$ cat config.mk
export PLATFORM = sky130hd
export DESIGN_NAME = dcb_brake_limit
export DESIGN_NICKNAME = d
export VERILOG_FILES = /design/src/hw/dcb_pkg.sv /design/src/hw/dcb_brake_limit.sv
export VERILOG_INCLUDE_DIRS = /design/src /design/src/hw
export SDC_FILE = /design/constraint.sdc
export NUM_CORES = 1
export LEC_CHECK = 0
export ABC_AREA = 1
export BUFFER_PORTS_ARGS = -buffer_cell sky130_fd_sc_hd__buf_2
export CORE_MARGIN = 1.5
export CORE_UTILIZATION = 63
export CTS_BUF_LIST = sky130_fd_sc_hd__clkbuf_2 sky130_fd_sc_hd__clkbuf_4 sky130_fd_sc_hd__clkbuf_8
export CTS_CLUSTER_SIZE = 10
export DETAILED_ROUTE_END_ITERATION = 10
export PLACE_DENSITY = 0.83
export SLEW_MARGIN = 20
export SYNTH_ARGS = -nofsm -noshare
export SYNTH_HDL_FRONTEND = slang
export SYNTH_SLANG_ARGS = --single-unit
$ cat constraint.sdc
create_clock -name clk_i -period 3.4 [get_ports clk_i]
set_input_delay 0 -clock clk_i [delete_from_list [all_inputs] [get_ports clk_i]]
set_output_delay 0 -clock clk_i [all_outputs]
set_load 0.005 [all_outputs]
$ cat src/hw/dcb_consts.svh
// constants for the dc braking and frequency limit block
`ifndef DCB_CONSTS_SVH
`define DCB_CONSTS_SVH
`define DCB_ADR_CTRL 6'h00
`define DCB_ADR_BFREQ 6'h04
`define DCB_ADR_DELAY 6'h08
`define DCB_ADR_POWER 6'h0c
`define DCB_ADR_TIME 6'h10
`define DCB_ADR_CARR 6'h14
`define DCB_ADR_LIM 6'h18
`define DCB_ADR_ALTLIM 6'h1c
`define DCB_ADR_STAT 6'h20
`define DCB_SEL_OFF 2'h0
`define DCB_SEL_AUTO 2'h1
`define DCB_SEL_THR 2'h2
`define DCB_CTRL_RST 32'h0000_0004
`define DCB_BFREQ_RST 16'h0005
`define DCB_DELAY_MAX 16'h0032
`define DCB_PWR_SMALL_RST 8'h32
`define DCB_PWR_LARGE_RST 8'h28
`define DCB_PWR_SMALL_MAX 8'h64
`define DCB_PWR_LARGE_MAX 8'h50
`define DCB_TIME_RST 16'h0005
`define DCB_TIME_MAX 16'h0258
`define DCB_CARR_RST 16'h0032
`define DCB_CARR_MIN 16'h0005
`define DCB_CARR_SMALL_MAX 16'h0096
`define DCB_CARR_LARGE_MAX 16'h0064
`define DCB_CARR_DERATE 16'h0032
`define DCB_CARR_DERATE2 16'h0064
`define DCB_RELEASE_HYST 16'h0014
`define DCB_TENTH_NS 100000000
`define DCB_CLK_NS 100
`define DCB_TENTH_CYCLES (`DCB_TENTH_NS / `DCB_CLK_NS)
`endif

$ cat src/hw/dcb_pkg.sv
// types for the dc braking and frequency limit block
package dcb_pkg;
    typedef enum logic [1:0] {
        DCB_ST_NORMAL = 2'b00,
        DCB_ST_COAST = 2'b01,
        DCB_ST_BRAKE = 2'b10
    } dcb_state_e;
    typedef enum logic [1:0] {
        DCB_K_EXT = 2'b00,
        DCB_K_STOP = 2'b01,
        DCB_K_START = 2'b10
    } dcb_kind_e;
    typedef logic [15:0] dcb_freq_t;
endpackage : dcb_pkg

$ cat src/hw/dcb_brake_limit.sv
// dc injection braking sequencer and output frequency limiter
`timescale 1ns/1ps
`include "dcb_consts.svh"
// Function
// - brake input terminal brakes unless selection is threshold
// - non-start braking uses general power, model range
// - nonzero delay coasts output before terminal and stop braking
// - method bit selects edge or level, level default
// - braking duration setting 0 to 60 s
// - selection auto brakes at start and stop
// - start braking uses own power and time
// - stop brake at or below braking frequency after run off
// - edge mode finishes full duration despite run
// - level mode aborts stop braking when run returns
// - threshold mode brakes when run and both below
// - threshold mode releases when reference reaches braking frequency plus 2 Hz
// - threshold mode disables terminal and auto braking
// - threshold start zero ref brakes, high ref runs
// - carrier range per model, derate from 5 kHz
// - reference clamped into the limit band
// - zero limit disables it; third set bypasses
// - alternate limit set while its input is on
// - minimum analog reference gives lower limit output
// - bipolar zero lower limit direction from source
module dcb_brake_limit #(
    parameter bit LARGE_MODEL = 1'b0,
    parameter int TENTH_CYCLES = `DCB_TENTH_CYCLES
) (
    input wire logic clk_i, // 10 mhz control clock
    input wire logic rst_i, // synchronous reset, high
    input wire logic [5:0] wb_adr_i, // wishbone byte address
    input wire logic [31:0] wb_dat_i, // wishbone write data
    input wire logic [3:0] wb_sel_i, // wishbone byte enables
    input wire logic wb_we_i, // wishbone write
    input wire logic wb_cyc_i, // wishbone cycle
    input wire logic wb_stb_i, // wishbone strobe
    output logic [31:0] wb_dat_o, // wishbone read data
    output logic wb_ack_o, // wishbone acknowledge
    input wire logic run_forward_i, // forward run terminal, pin
    input wire logic run_reverse_i, // reverse run terminal, pin
    input wire logic brake_input_i, // brake input terminal, pin
    input wire logic alt_set_i, // alternate set terminal, pin
    input wire logic third_set_select_i, // third set terminal, pin
    input wire dcb_pkg::dcb_freq_t freq_ref_i, // reference, 0.1 hz
    input wire logic ref_bipolar_i, // reference from bipolar input
    input wire logic ref_neg_i, // bipolar reference is negative
    input wire dcb_pkg::dcb_freq_t out_freq_i, // present output, 0.1 hz
    output dcb_pkg::dcb_freq_t freq_cmd_o, // limited frequency command
    output logic dir_rev_o, // reverse rotation command
    output logic drive_en_o, // normal output active
    output logic dc_brake_o, // dc injection active
    output logic [7:0] brake_power_o // dc braking power, percent
);
    import dcb_pkg::*;

    ////////////////////////////////////////////////////////////////////////////////
    // helpers
    function automatic logic [31:0] wmerge(input logic [31:0] old, input logic [31:0] nw,
                                           input logic [3:0] be);
        logic [31:0] r;
        r = old;
        for (int i = 0; i < 4; i++) begin
            if (be[i]) begin
                r[i*8 +: 8] = nw[i*8 +: 8];
            end
        end
        return r;
    endfunction : wmerge

    function automatic logic [7:0] derate(input logic [7:0] p, input logic [15:0] carr);
        logic [7:0] r;
        r = p;
        if (carr >= `DCB_CARR_DERATE2) begin
            r = p >> 1;
        end else if (carr >= `DCB_CARR_DERATE) begin
            r = p - (p >> 2);
        end
        return r;
    endfunction : derate

    function automatic logic [7:0] pclamp(input logic [7:0] p);
        logic [7:0] mx;
        mx = LARGE_MODEL ? `DCB_PWR_LARGE_MAX : `DCB_PWR_SMALL_MAX;
        return (p > mx) ? mx : p;
    endfunction : pclamp

    ////////////////////////////////////////////////////////////////////////////////
    // wishbone registers
    logic [31:0] ctrl_q, bfreq_q, delay_q, power_q, time_q, carr_q, lim_q, altlim_q;
    logic ack_q;
    logic [31:0] rdat_q;
    dcb_state_e st_q;
    dcb_kind_e kind_q;
    logic thr_brake_q;
    logic [7:0] eff_pwr;
    wire acc = wb_cyc_i && wb_stb_i && !ack_q;
    wire wr = acc && wb_we_i;
    // status word: derated power, threshold flag, sequencer state
    wire [31:0] stat_w = {20'h0, eff_pwr, 1'b0, thr_brake_q, st_q};
    logic [31:0] rmux;
    always_comb begin
        case (wb_adr_i)
            `DCB_ADR_CTRL: rmux = ctrl_q;
            `DCB_ADR_BFREQ: rmux = bfreq_q;
            `DCB_ADR_DELAY: rmux = delay_q;
            `DCB_ADR_POWER: rmux = power_q;
            `DCB_ADR_TIME: rmux = time_q;
            `DCB_ADR_CARR: rmux = carr_q;
            `DCB_ADR_LIM: rmux = lim_q;
            `DCB_ADR_ALTLIM: rmux = altlim_q;
            `DCB_ADR_STAT: rmux = stat_w;
            default: rmux = 32'h0;
        endcase
    end
    always_ff @(posedge clk_i) begin
        if (rst_i) begin
            ctrl_q <= `DCB_CTRL_RST;
            bfreq_q <= {16'h0, `DCB_BFREQ_RST};
            delay_q <= 32'h0;
            power_q <= {24'h0, LARGE_MODEL ? `DCB_PWR_LARGE_RST : `DCB_PWR_SMALL_RST};
            time_q <= {16'h0, `DCB_TIME_RST};
            carr_q <= {16'h0, `DCB_CARR_RST};
            lim_q <= 32'h0;
            altlim_q <= 32'h0;
            ack_q <= 1'b0;
            rdat_q <= 32'h0;
        end else begin
            ack_q <= acc;
            rdat_q <= (acc && !wb_we_i) ? rmux : 32'h0;
            if (wr && wb_adr_i == `DCB_ADR_CTRL) begin
                ctrl_q <= wmerge(ctrl_q, wb_dat_i, wb_sel_i) & 32'h0000_001f;
            end
            if (wr && wb_adr_i == `DCB_ADR_BFREQ) begin
                bfreq_q <= wmerge(bfreq_q, wb_dat_i, wb_sel_i) & 32'h0000_ffff;
            end
            if (wr && wb_adr_i == `DCB_ADR_DELAY) begin
                delay_q <= wmerge(delay_q, wb_dat_i, wb_sel_i) & 32'h0000_ffff;
            end
            if (wr && wb_adr_i == `DCB_ADR_POWER) begin
                power_q <= wmerge(power_q, wb_dat_i, wb_sel_i) & 32'h0000_ffff;
            end
            if (wr && wb_adr_i == `DCB_ADR_TIME) begin
                time_q <= wmerge(time_q, wb_dat_i, wb_sel_i);
            end
            if (wr && wb_adr_i == `DCB_ADR_CARR) begin
                carr_q <= wmerge(carr_q, wb_dat_i, wb_sel_i) & 32'h0000_ffff;
            end
            if (wr && wb_adr_i == `DCB_ADR_LIM) begin
                lim_q <= wmerge(lim_q, wb_dat_i, wb_sel_i);
            end
            if (wr && wb_adr_i == `DCB_ADR_ALTLIM) begin
                altlim_q <= wmerge(altlim_q, wb_dat_i, wb_sel_i);
            end
        end
    end
    assign wb_ack_o = ack_q;
    assign wb_dat_o = rdat_q;

    ////////////////////////////////////////////////////////////////////////////////
    // pin synchronisers
    logic [4:0] pin_m_q, pin_s_q;
    logic run_p_q, brk_p_q;
    always_ff @(posedge clk_i) begin
        if (rst_i) begin
            pin_m_q <= 5'h0;
            pin_s_q <= 5'h0;
            run_p_q <= 1'b0;
            brk_p_q <= 1'b0;
        end else begin
            pin_m_q <= {third_set_select_i, alt_set_i, brake_input_i, run_reverse_i,
                        run_forward_i};
            pin_s_q <= pin_m_q;
            run_p_q <= pin_s_q[0] | pin_s_q[1];
            brk_p_q <= pin_s_q[2];
        end
    end
    wire fw_s = pin_s_q[0];
    wire rv_s = pin_s_q[1];
    wire brk_s = pin_s_q[2];
    wire alt_s = pin_s_q[3];
    wire third_s = pin_s_q[4];
    wire run_s = fw_s | rv_s;

    ////////////////////////////////////////////////////////////////////////////////
    // settings
    wire [1:0] sel = ctrl_q[1:0];
    wire level = ctrl_q[2];
    wire src_panel = ctrl_q[3];
    wire panel_dir = ctrl_q[4];
    wire [15:0] bfreq = bfreq_q[15:0];
    wire [15:0] delay_t = (delay_q[15:0] > `DCB_DELAY_MAX) ? `DCB_DELAY_MAX : delay_q[15:0];
    wire [15:0] btime = (time_q[15:0] > `DCB_TIME_MAX) ? `DCB_TIME_MAX : time_q[15:0];
    wire [15:0] stime = (time_q[31:16] > `DCB_TIME_MAX) ? `DCB_TIME_MAX : time_q[31:16];
    wire [15:0] carr_max = LARGE_MODEL ? `DCB_CARR_LARGE_MAX : `DCB_CARR_SMALL_MAX;
    wire [15:0] carr = (carr_q[15:0] < `DCB_CARR_MIN) ? `DCB_CARR_MIN :
                       (carr_q[15:0] > carr_max) ? carr_max : carr_q[15:0];
    wire [7:0] pwr_gen = pclamp(power_q[7:0]);
    wire [7:0] pwr_start = pclamp(power_q[15:8]);
    wire [7:0] pwr_sel = (kind_q == DCB_K_START) ? pwr_start : pwr_gen;
    assign eff_pwr = derate(pwr_sel, carr);

    ////////////////////////////////////////////////////////////////////////////////
    // braking sequencer
    logic [15:0] cnt_q, cnt_d;
    logic [31:0] pre_q;
    logic stop_done_q;
    dcb_state_e st_d;
    dcb_kind_e kind_d;
    wire tick = (pre_q == 32'(TENTH_CYCLES - 1));
    wire ext_ok = (sel != `DCB_SEL_THR);
    wire auto_ok = (sel == `DCB_SEL_AUTO);
    wire ext_go = ext_ok && (level ? brk_s : (brk_s && !brk_p_q));
    wire stop_go = auto_ok && !run_s && !stop_done_q && (out_freq_i <= bfreq);
    wire start_go = auto_ok && run_s && !run_p_q && (stime != 16'h0);
    wire ext_lvl_end = (kind_q == DCB_K_EXT) && level && !brk_s;
    wire stop_abort = (kind_q == DCB_K_STOP) && level && run_s;
    always_comb begin
        st_d = st_q;
        kind_d = kind_q;
        cnt_d = (tick && cnt_q != 16'h0) ? cnt_q - 16'h1 : cnt_q;
        case (st_q)
            DCB_ST_NORMAL: begin
                if (ext_go || stop_go) begin
                    kind_d = ext_go ? DCB_K_EXT : DCB_K_STOP;
                    st_d = (delay_t != 16'h0) ? DCB_ST_COAST : DCB_ST_BRAKE;
                    cnt_d = (delay_t != 16'h0) ? delay_t : btime;
                end else if (start_go) begin
                    kind_d = DCB_K_START;
                    st_d = DCB_ST_BRAKE;
                    cnt_d = stime;
                end
            end
            DCB_ST_COAST: begin
                if (!ext_ok || ext_lvl_end || stop_abort) begin
                    st_d = DCB_ST_NORMAL;
                end else if (cnt_q == 16'h0) begin
                    st_d = DCB_ST_BRAKE;
                    cnt_d = btime;
                end
            end
            DCB_ST_BRAKE: begin
                if (!ext_ok || stop_abort) begin
                    st_d = DCB_ST_NORMAL;
                end else if (kind_q == DCB_K_EXT && level) begin
                    st_d = brk_s ? DCB_ST_BRAKE : DCB_ST_NORMAL;
                end else if (cnt_q == 16'h0) begin
                    st_d = DCB_ST_NORMAL;
                end
            end
            default: st_d = DCB_ST_NORMAL;
        endcase
    end
    always_ff @(posedge clk_i) begin
        if (rst_i) begin
            st_q <= DCB_ST_NORMAL;
            kind_q <= DCB_K_EXT;
            cnt_q <= 16'h0;
            pre_q <= 32'h0;
            stop_done_q <= 1'b1;
        end else begin
            st_q <= st_d;
            kind_q <= kind_d;
            cnt_q <= cnt_d;
            pre_q <= (st_d != st_q || tick) ? 32'h0 : pre_q + 32'h1;
            if (run_s) begin
                stop_done_q <= 1'b0;
            end else if (st_q == DCB_ST_NORMAL && stop_go) begin
                stop_done_q <= 1'b1;
            end
        end
    end

    ////////////////////////////////////////////////////////////////////////////////
    // frequency threshold braking
    wire thr_on = (sel == `DCB_SEL_THR) && run_s && freq_ref_i < bfreq && out_freq_i < bfreq;
    wire thr_off = (sel != `DCB_SEL_THR) || !run_s ||
                   ({1'b0, freq_ref_i} >= {1'b0, bfreq} + {1'b0, `DCB_RELEASE_HYST});
    always_ff @(posedge clk_i) begin
        if (rst_i) begin
            thr_brake_q <= 1'b0;
        end else if (thr_off) begin
            thr_brake_q <= 1'b0;
        end else if (thr_on) begin
            thr_brake_q <= 1'b1;
        end
    end

    ////////////////////////////////////////////////////////////////////////////////
    // frequency limiter
    wire [31:0] lims = alt_s ? altlim_q : lim_q;
    wire [15:0] up_lim = lims[15:0];
    wire [15:0] lo_lim = lims[31:16];
    wire over = (up_lim != 16'h0) && (freq_ref_i > up_lim);
    wire under = (lo_lim != 16'h0) && (freq_ref_i < lo_lim);
    wire [15:0] lim_f = third_s ? freq_ref_i : over ? up_lim : under ? lo_lim : freq_ref_i;
    wire bip_zero = ref_bipolar_i && (freq_ref_i == 16'h0) && under && !third_s;
    wire src_rev = src_panel ? panel_dir : (rv_s && !fw_s);
    wire dir_d = bip_zero ? src_rev : (src_rev ^ (ref_bipolar_i && ref_neg_i));

    ////////////////////////////////////////////////////////////////////////////////
    // outputs
    wire brake_now = (st_q == DCB_ST_BRAKE) || thr_brake_q;
    always_ff @(posedge clk_i) begin
        if (rst_i) begin
            freq_cmd_o <= 16'h0;
            dir_rev_o <= 1'b0;
            drive_en_o <= 1'b0;
            dc_brake_o <= 1'b0;
            brake_power_o <= 8'h0;
        end else begin
            freq_cmd_o <= lim_f;
            dir_rev_o <= dir_d;
            drive_en_o <= run_s && (st_q == DCB_ST_NORMAL) && !thr_brake_q;
            dc_brake_o <= brake_now;
            brake_power_o <= brake_now ? (thr_brake_q ? derate(pwr_gen, carr) : eff_pwr) : 8'h0;
        end
    end
endmodule : dcb_brake_limit

==> impl_metrics.ini <==
[sta]
period_needed_ns = 3.07
finClkSkew_ns = 0.0373
fmax_mhz = 326
finalHoldViolations = 0
setup-violations-final = 0
layout_setup_ws_ns = 0.328
finalMaxSlewViolations = 0
fin_tns_setup_ns = 0
rsz0062_at_grt = false
hold_ws_ns = 0.0592
slew_headroom_pct = 14.1
worst_pin_slew_ns = 1.26
fin_crit_sh_pct = 90.4

[power_and_ir_drop]
p_leak_nw = 8.60
powerDensity_mw_per_mm2 = 403
ir_worst_vdd_mv = 0.276

[placed_design]
dpl_cell_area_mm2 = 0.0183
detailed_place_hpwl_mm = 41.2
io_buffer_count = 145
dp_slack_ns = 0.287
gp_congestion = 1.04
dp_cells = 2898

[yosys]
synth.avg_cell_area_um2 = 7.03
synth-edff-count = 0
synth-seq-cells = 291
syn_inst = 2474
syn_area_mm2 = 0.0174
async_flop_share_pct = 0
synth_seq_area_share_pct = 33.5
synth_warnings = 0
synth.distinct_cells = 60
synth_flop_cell = dfxtp_1

[global_route]
track_usage_pct = 39.5
overflow = 0
grt_pass1_vias = 17345
antenna_found_initial = 1
grt_pass1_wl_mm = 89.9
grt_max_degree = 101

[finish]
drive_gt1_share_pct = 14.5
num-fill-cells = 2173
layout_commonest_cell = nand2_1
layout_common_cells = nand2_1, inv_1, dfxtp_1, nor2_1, a21oi_1
design_area_mm2 = 0.0202
area_delta_synth_final_pct = 16.4
final_nets = 2866
fin_cells = 3066

[drt]
drtIter0Drc = 2110
antenna_left = 0
routedWlPerCell_um = 18.8
first_pass_iters = 7
via_per_inst = 6.05
drc = 0
vias = 18549
wl_mm = 57.6

[floorplan]
dieArea_mm2 = 0.0286
coreArea_mm2 = 0.0270
die_y_um = 169
initial_core_util_pct = 64.3
ios = 146
die_w_um = 169
rows = 60

[clocking]
cts_max_level = 2
cts.sinks = 291
cts_max_path_buffers = 3
clock-root-buffer = clkbuf_8
cts.clk_slew.worst_paths_ns = 0.07
worstSkewPairLatency_ns = 0.62
cts_tree = built
cts_buffers = 50

[run_status]
status = completed

[worst_setup_path]
path_max_fanout = 4
critical_path_class = reg -> reg
worstPathCellList = ha_1 > o21ai_0 > nor3_1 > nand3_1 > nor3_1 > nand2_1 > xor2_1 > ha_1 > nand2_1 > nor3_1 > o21a_1 > nor2_1 > o2111ai_1 > nor2_1
slowest_delay_ns = 0.47
critPathMostFrequentCell = nor3_1
end_kind = register
cp-start-kind = register
timing.rr.start = bfreq_q[2]$_SDFFE_PP1P_
cp-startpoint = bfreq_q[2]$_SDFFE_PP1P_
rrSetupSlack_ns = 0.33
arrival_ns = 3.57
worst_ep_required_time_ns = 3.90
cp_slowest_cell = dfxtp_1
reg2reg_depth = 14
r2r-end = thr_brake_q$_SDFFE_PP0P_

[run]
drv_cap = 0

[worst_hold_path]
min_from = out_freq_i[15]
hold_depth = 9
hold_end = thr_brake_q$_SDFFE_PP0P_
hp-class = in -> reg
[logic make-up after synthesis]
group | after synthesis | synth area share, %
DFF | 291 | 33.5
xor gates and xnor gates | 62 | 3.12
other | 1 | 0.0216
buffers and inverters | 426 | 10.0
AOI/OAI and AO/OA | 547 | 18.6
adders and majority gates | 94 | 6.85
and+or+nand+nor | 1053 | 27.9
[flip-flops by register name (all words and copies together) (netlist names), 2 cells and up]
| register | flops |
|---|---|
| carr_q | 16 |
| time_q | 32 |
| freq_cmd_o | 16 |
| pin_s_q | 5 |
| pre_q | 32 |
| brake_power_o | 8 |
| lim_q | 32 |
| power_q | 16 |
| cnt_q | 16 |
| kind_q | 2 |
| pin_m_q | 5 |
| st_q | 2 |
| altlim_q | 32 |
| bfreq_q | 16 |
| delay_q | 16 |
| ctrl_q | 5 |
| wb_dat_o | 32 |
[through the flow]
stage | power [mW] | utilization (%)
floorplan | 4.25 | -
global placement | 4.54 | 67.8
detailed placement | 4.56 | 67.8
CTS | 8.13 | 74.8
global route | 8.42 | 74.9
finish | 8.17 | 74.9
[how the worst max path moves through the flow]
stage | endpoint | slack [ns] | cells past startpoint
detailed placement | brake_power_o[5]$_SDFF_PP0_ | 0.29 | 20
global route | thr_brake_q$_SDFFE_PP0P_ | 0.02 | 15
finish | thr_brake_q$_SDFFE_PP0P_ | 0.33 | 14
floorplan | brake_power_o[5]$_SDFF_PP0_ | 0.77 | 20
global placement | brake_power_o[5]$_SDFF_PP0_ | 0.44 | 20
CTS | dir_rev_o$_SDFF_PP0_ | 0.12 | 13
[critical path, delay by kind of cell (launching register included)]
family,cells,cell delay (ns)
simple gates,8,1.37
compound gates,3,0.38
fa+ha+maj,2,0.56
xor+xnor,1,0.17
flops,1,0.47
[per-layer routing]
metal / GRT usage [%] / share of wire [%] / routed length (um) / vias up
met4: 18.2 / 4.9 / 2830 / 0
li1: - / - / - / 8732
met3: 7.58 / 11 / 6610 / 224
met2: 63.4 / 44 / 25500 / 1141
met5: 0 / 0 / 0 / -
met1: 51.3 / 39 / 22700 / 8452
[cells in the mapped netlist, drive strengths merged (4+ instances only)]
cell type,n,area (um^2)
a211oi,63,473
a22oi,5,51.3
nor4,21,159
o22ai,16,100
o211ai,18,135
dfxtp,291,5830
clkinv,5,20.0
buf,48,323
ha,92,1150
xnor2,9,78.8
nor3,43,278
clkbuf,46,173
a221oi,11,96.3
xor2,53,464
nor2,269,1120
nand2,465,1780
o21a,10,75.1
nand3,184,1050
nand3b,8,60.1
o21ai,172,906
a31oi,22,138
a2111oi,4,35.0
nand4,56,357
a21oi,212,1100
inv,327,1230
[layout make-up]
class	instances	area [um^2]	area share (%)
multi-input combinational	1758	9840	48.6
clock buffer	80	982	4.85
clock inverter	8	149	0.736
inverter	332	1250	6.16
sequential	291	5830	28.8
timing repair buffer	253	1760	8.68
antenna	3	7.51	0.0371
tap	341	427	2.11
[report_power, final]
group          switching, mW  leakage (nW)  internal [mW]
combinational          0.695          5.65          0.395
sequential            0.0392          2.35           3.46
clock                   1.51         0.597           2.07
total                   2.25          8.60           5.92
[repair_timing]
action | in CTS | in global routing
hold buffers | 77 | 0
resized for setup | 0 | 7
hold endpoints to repair | 209 | 0
setup buffers | 0 | 0
endpoints found under the setup margin | 0 | 7
Note: power is estimated with default switching activity, not from simulation.
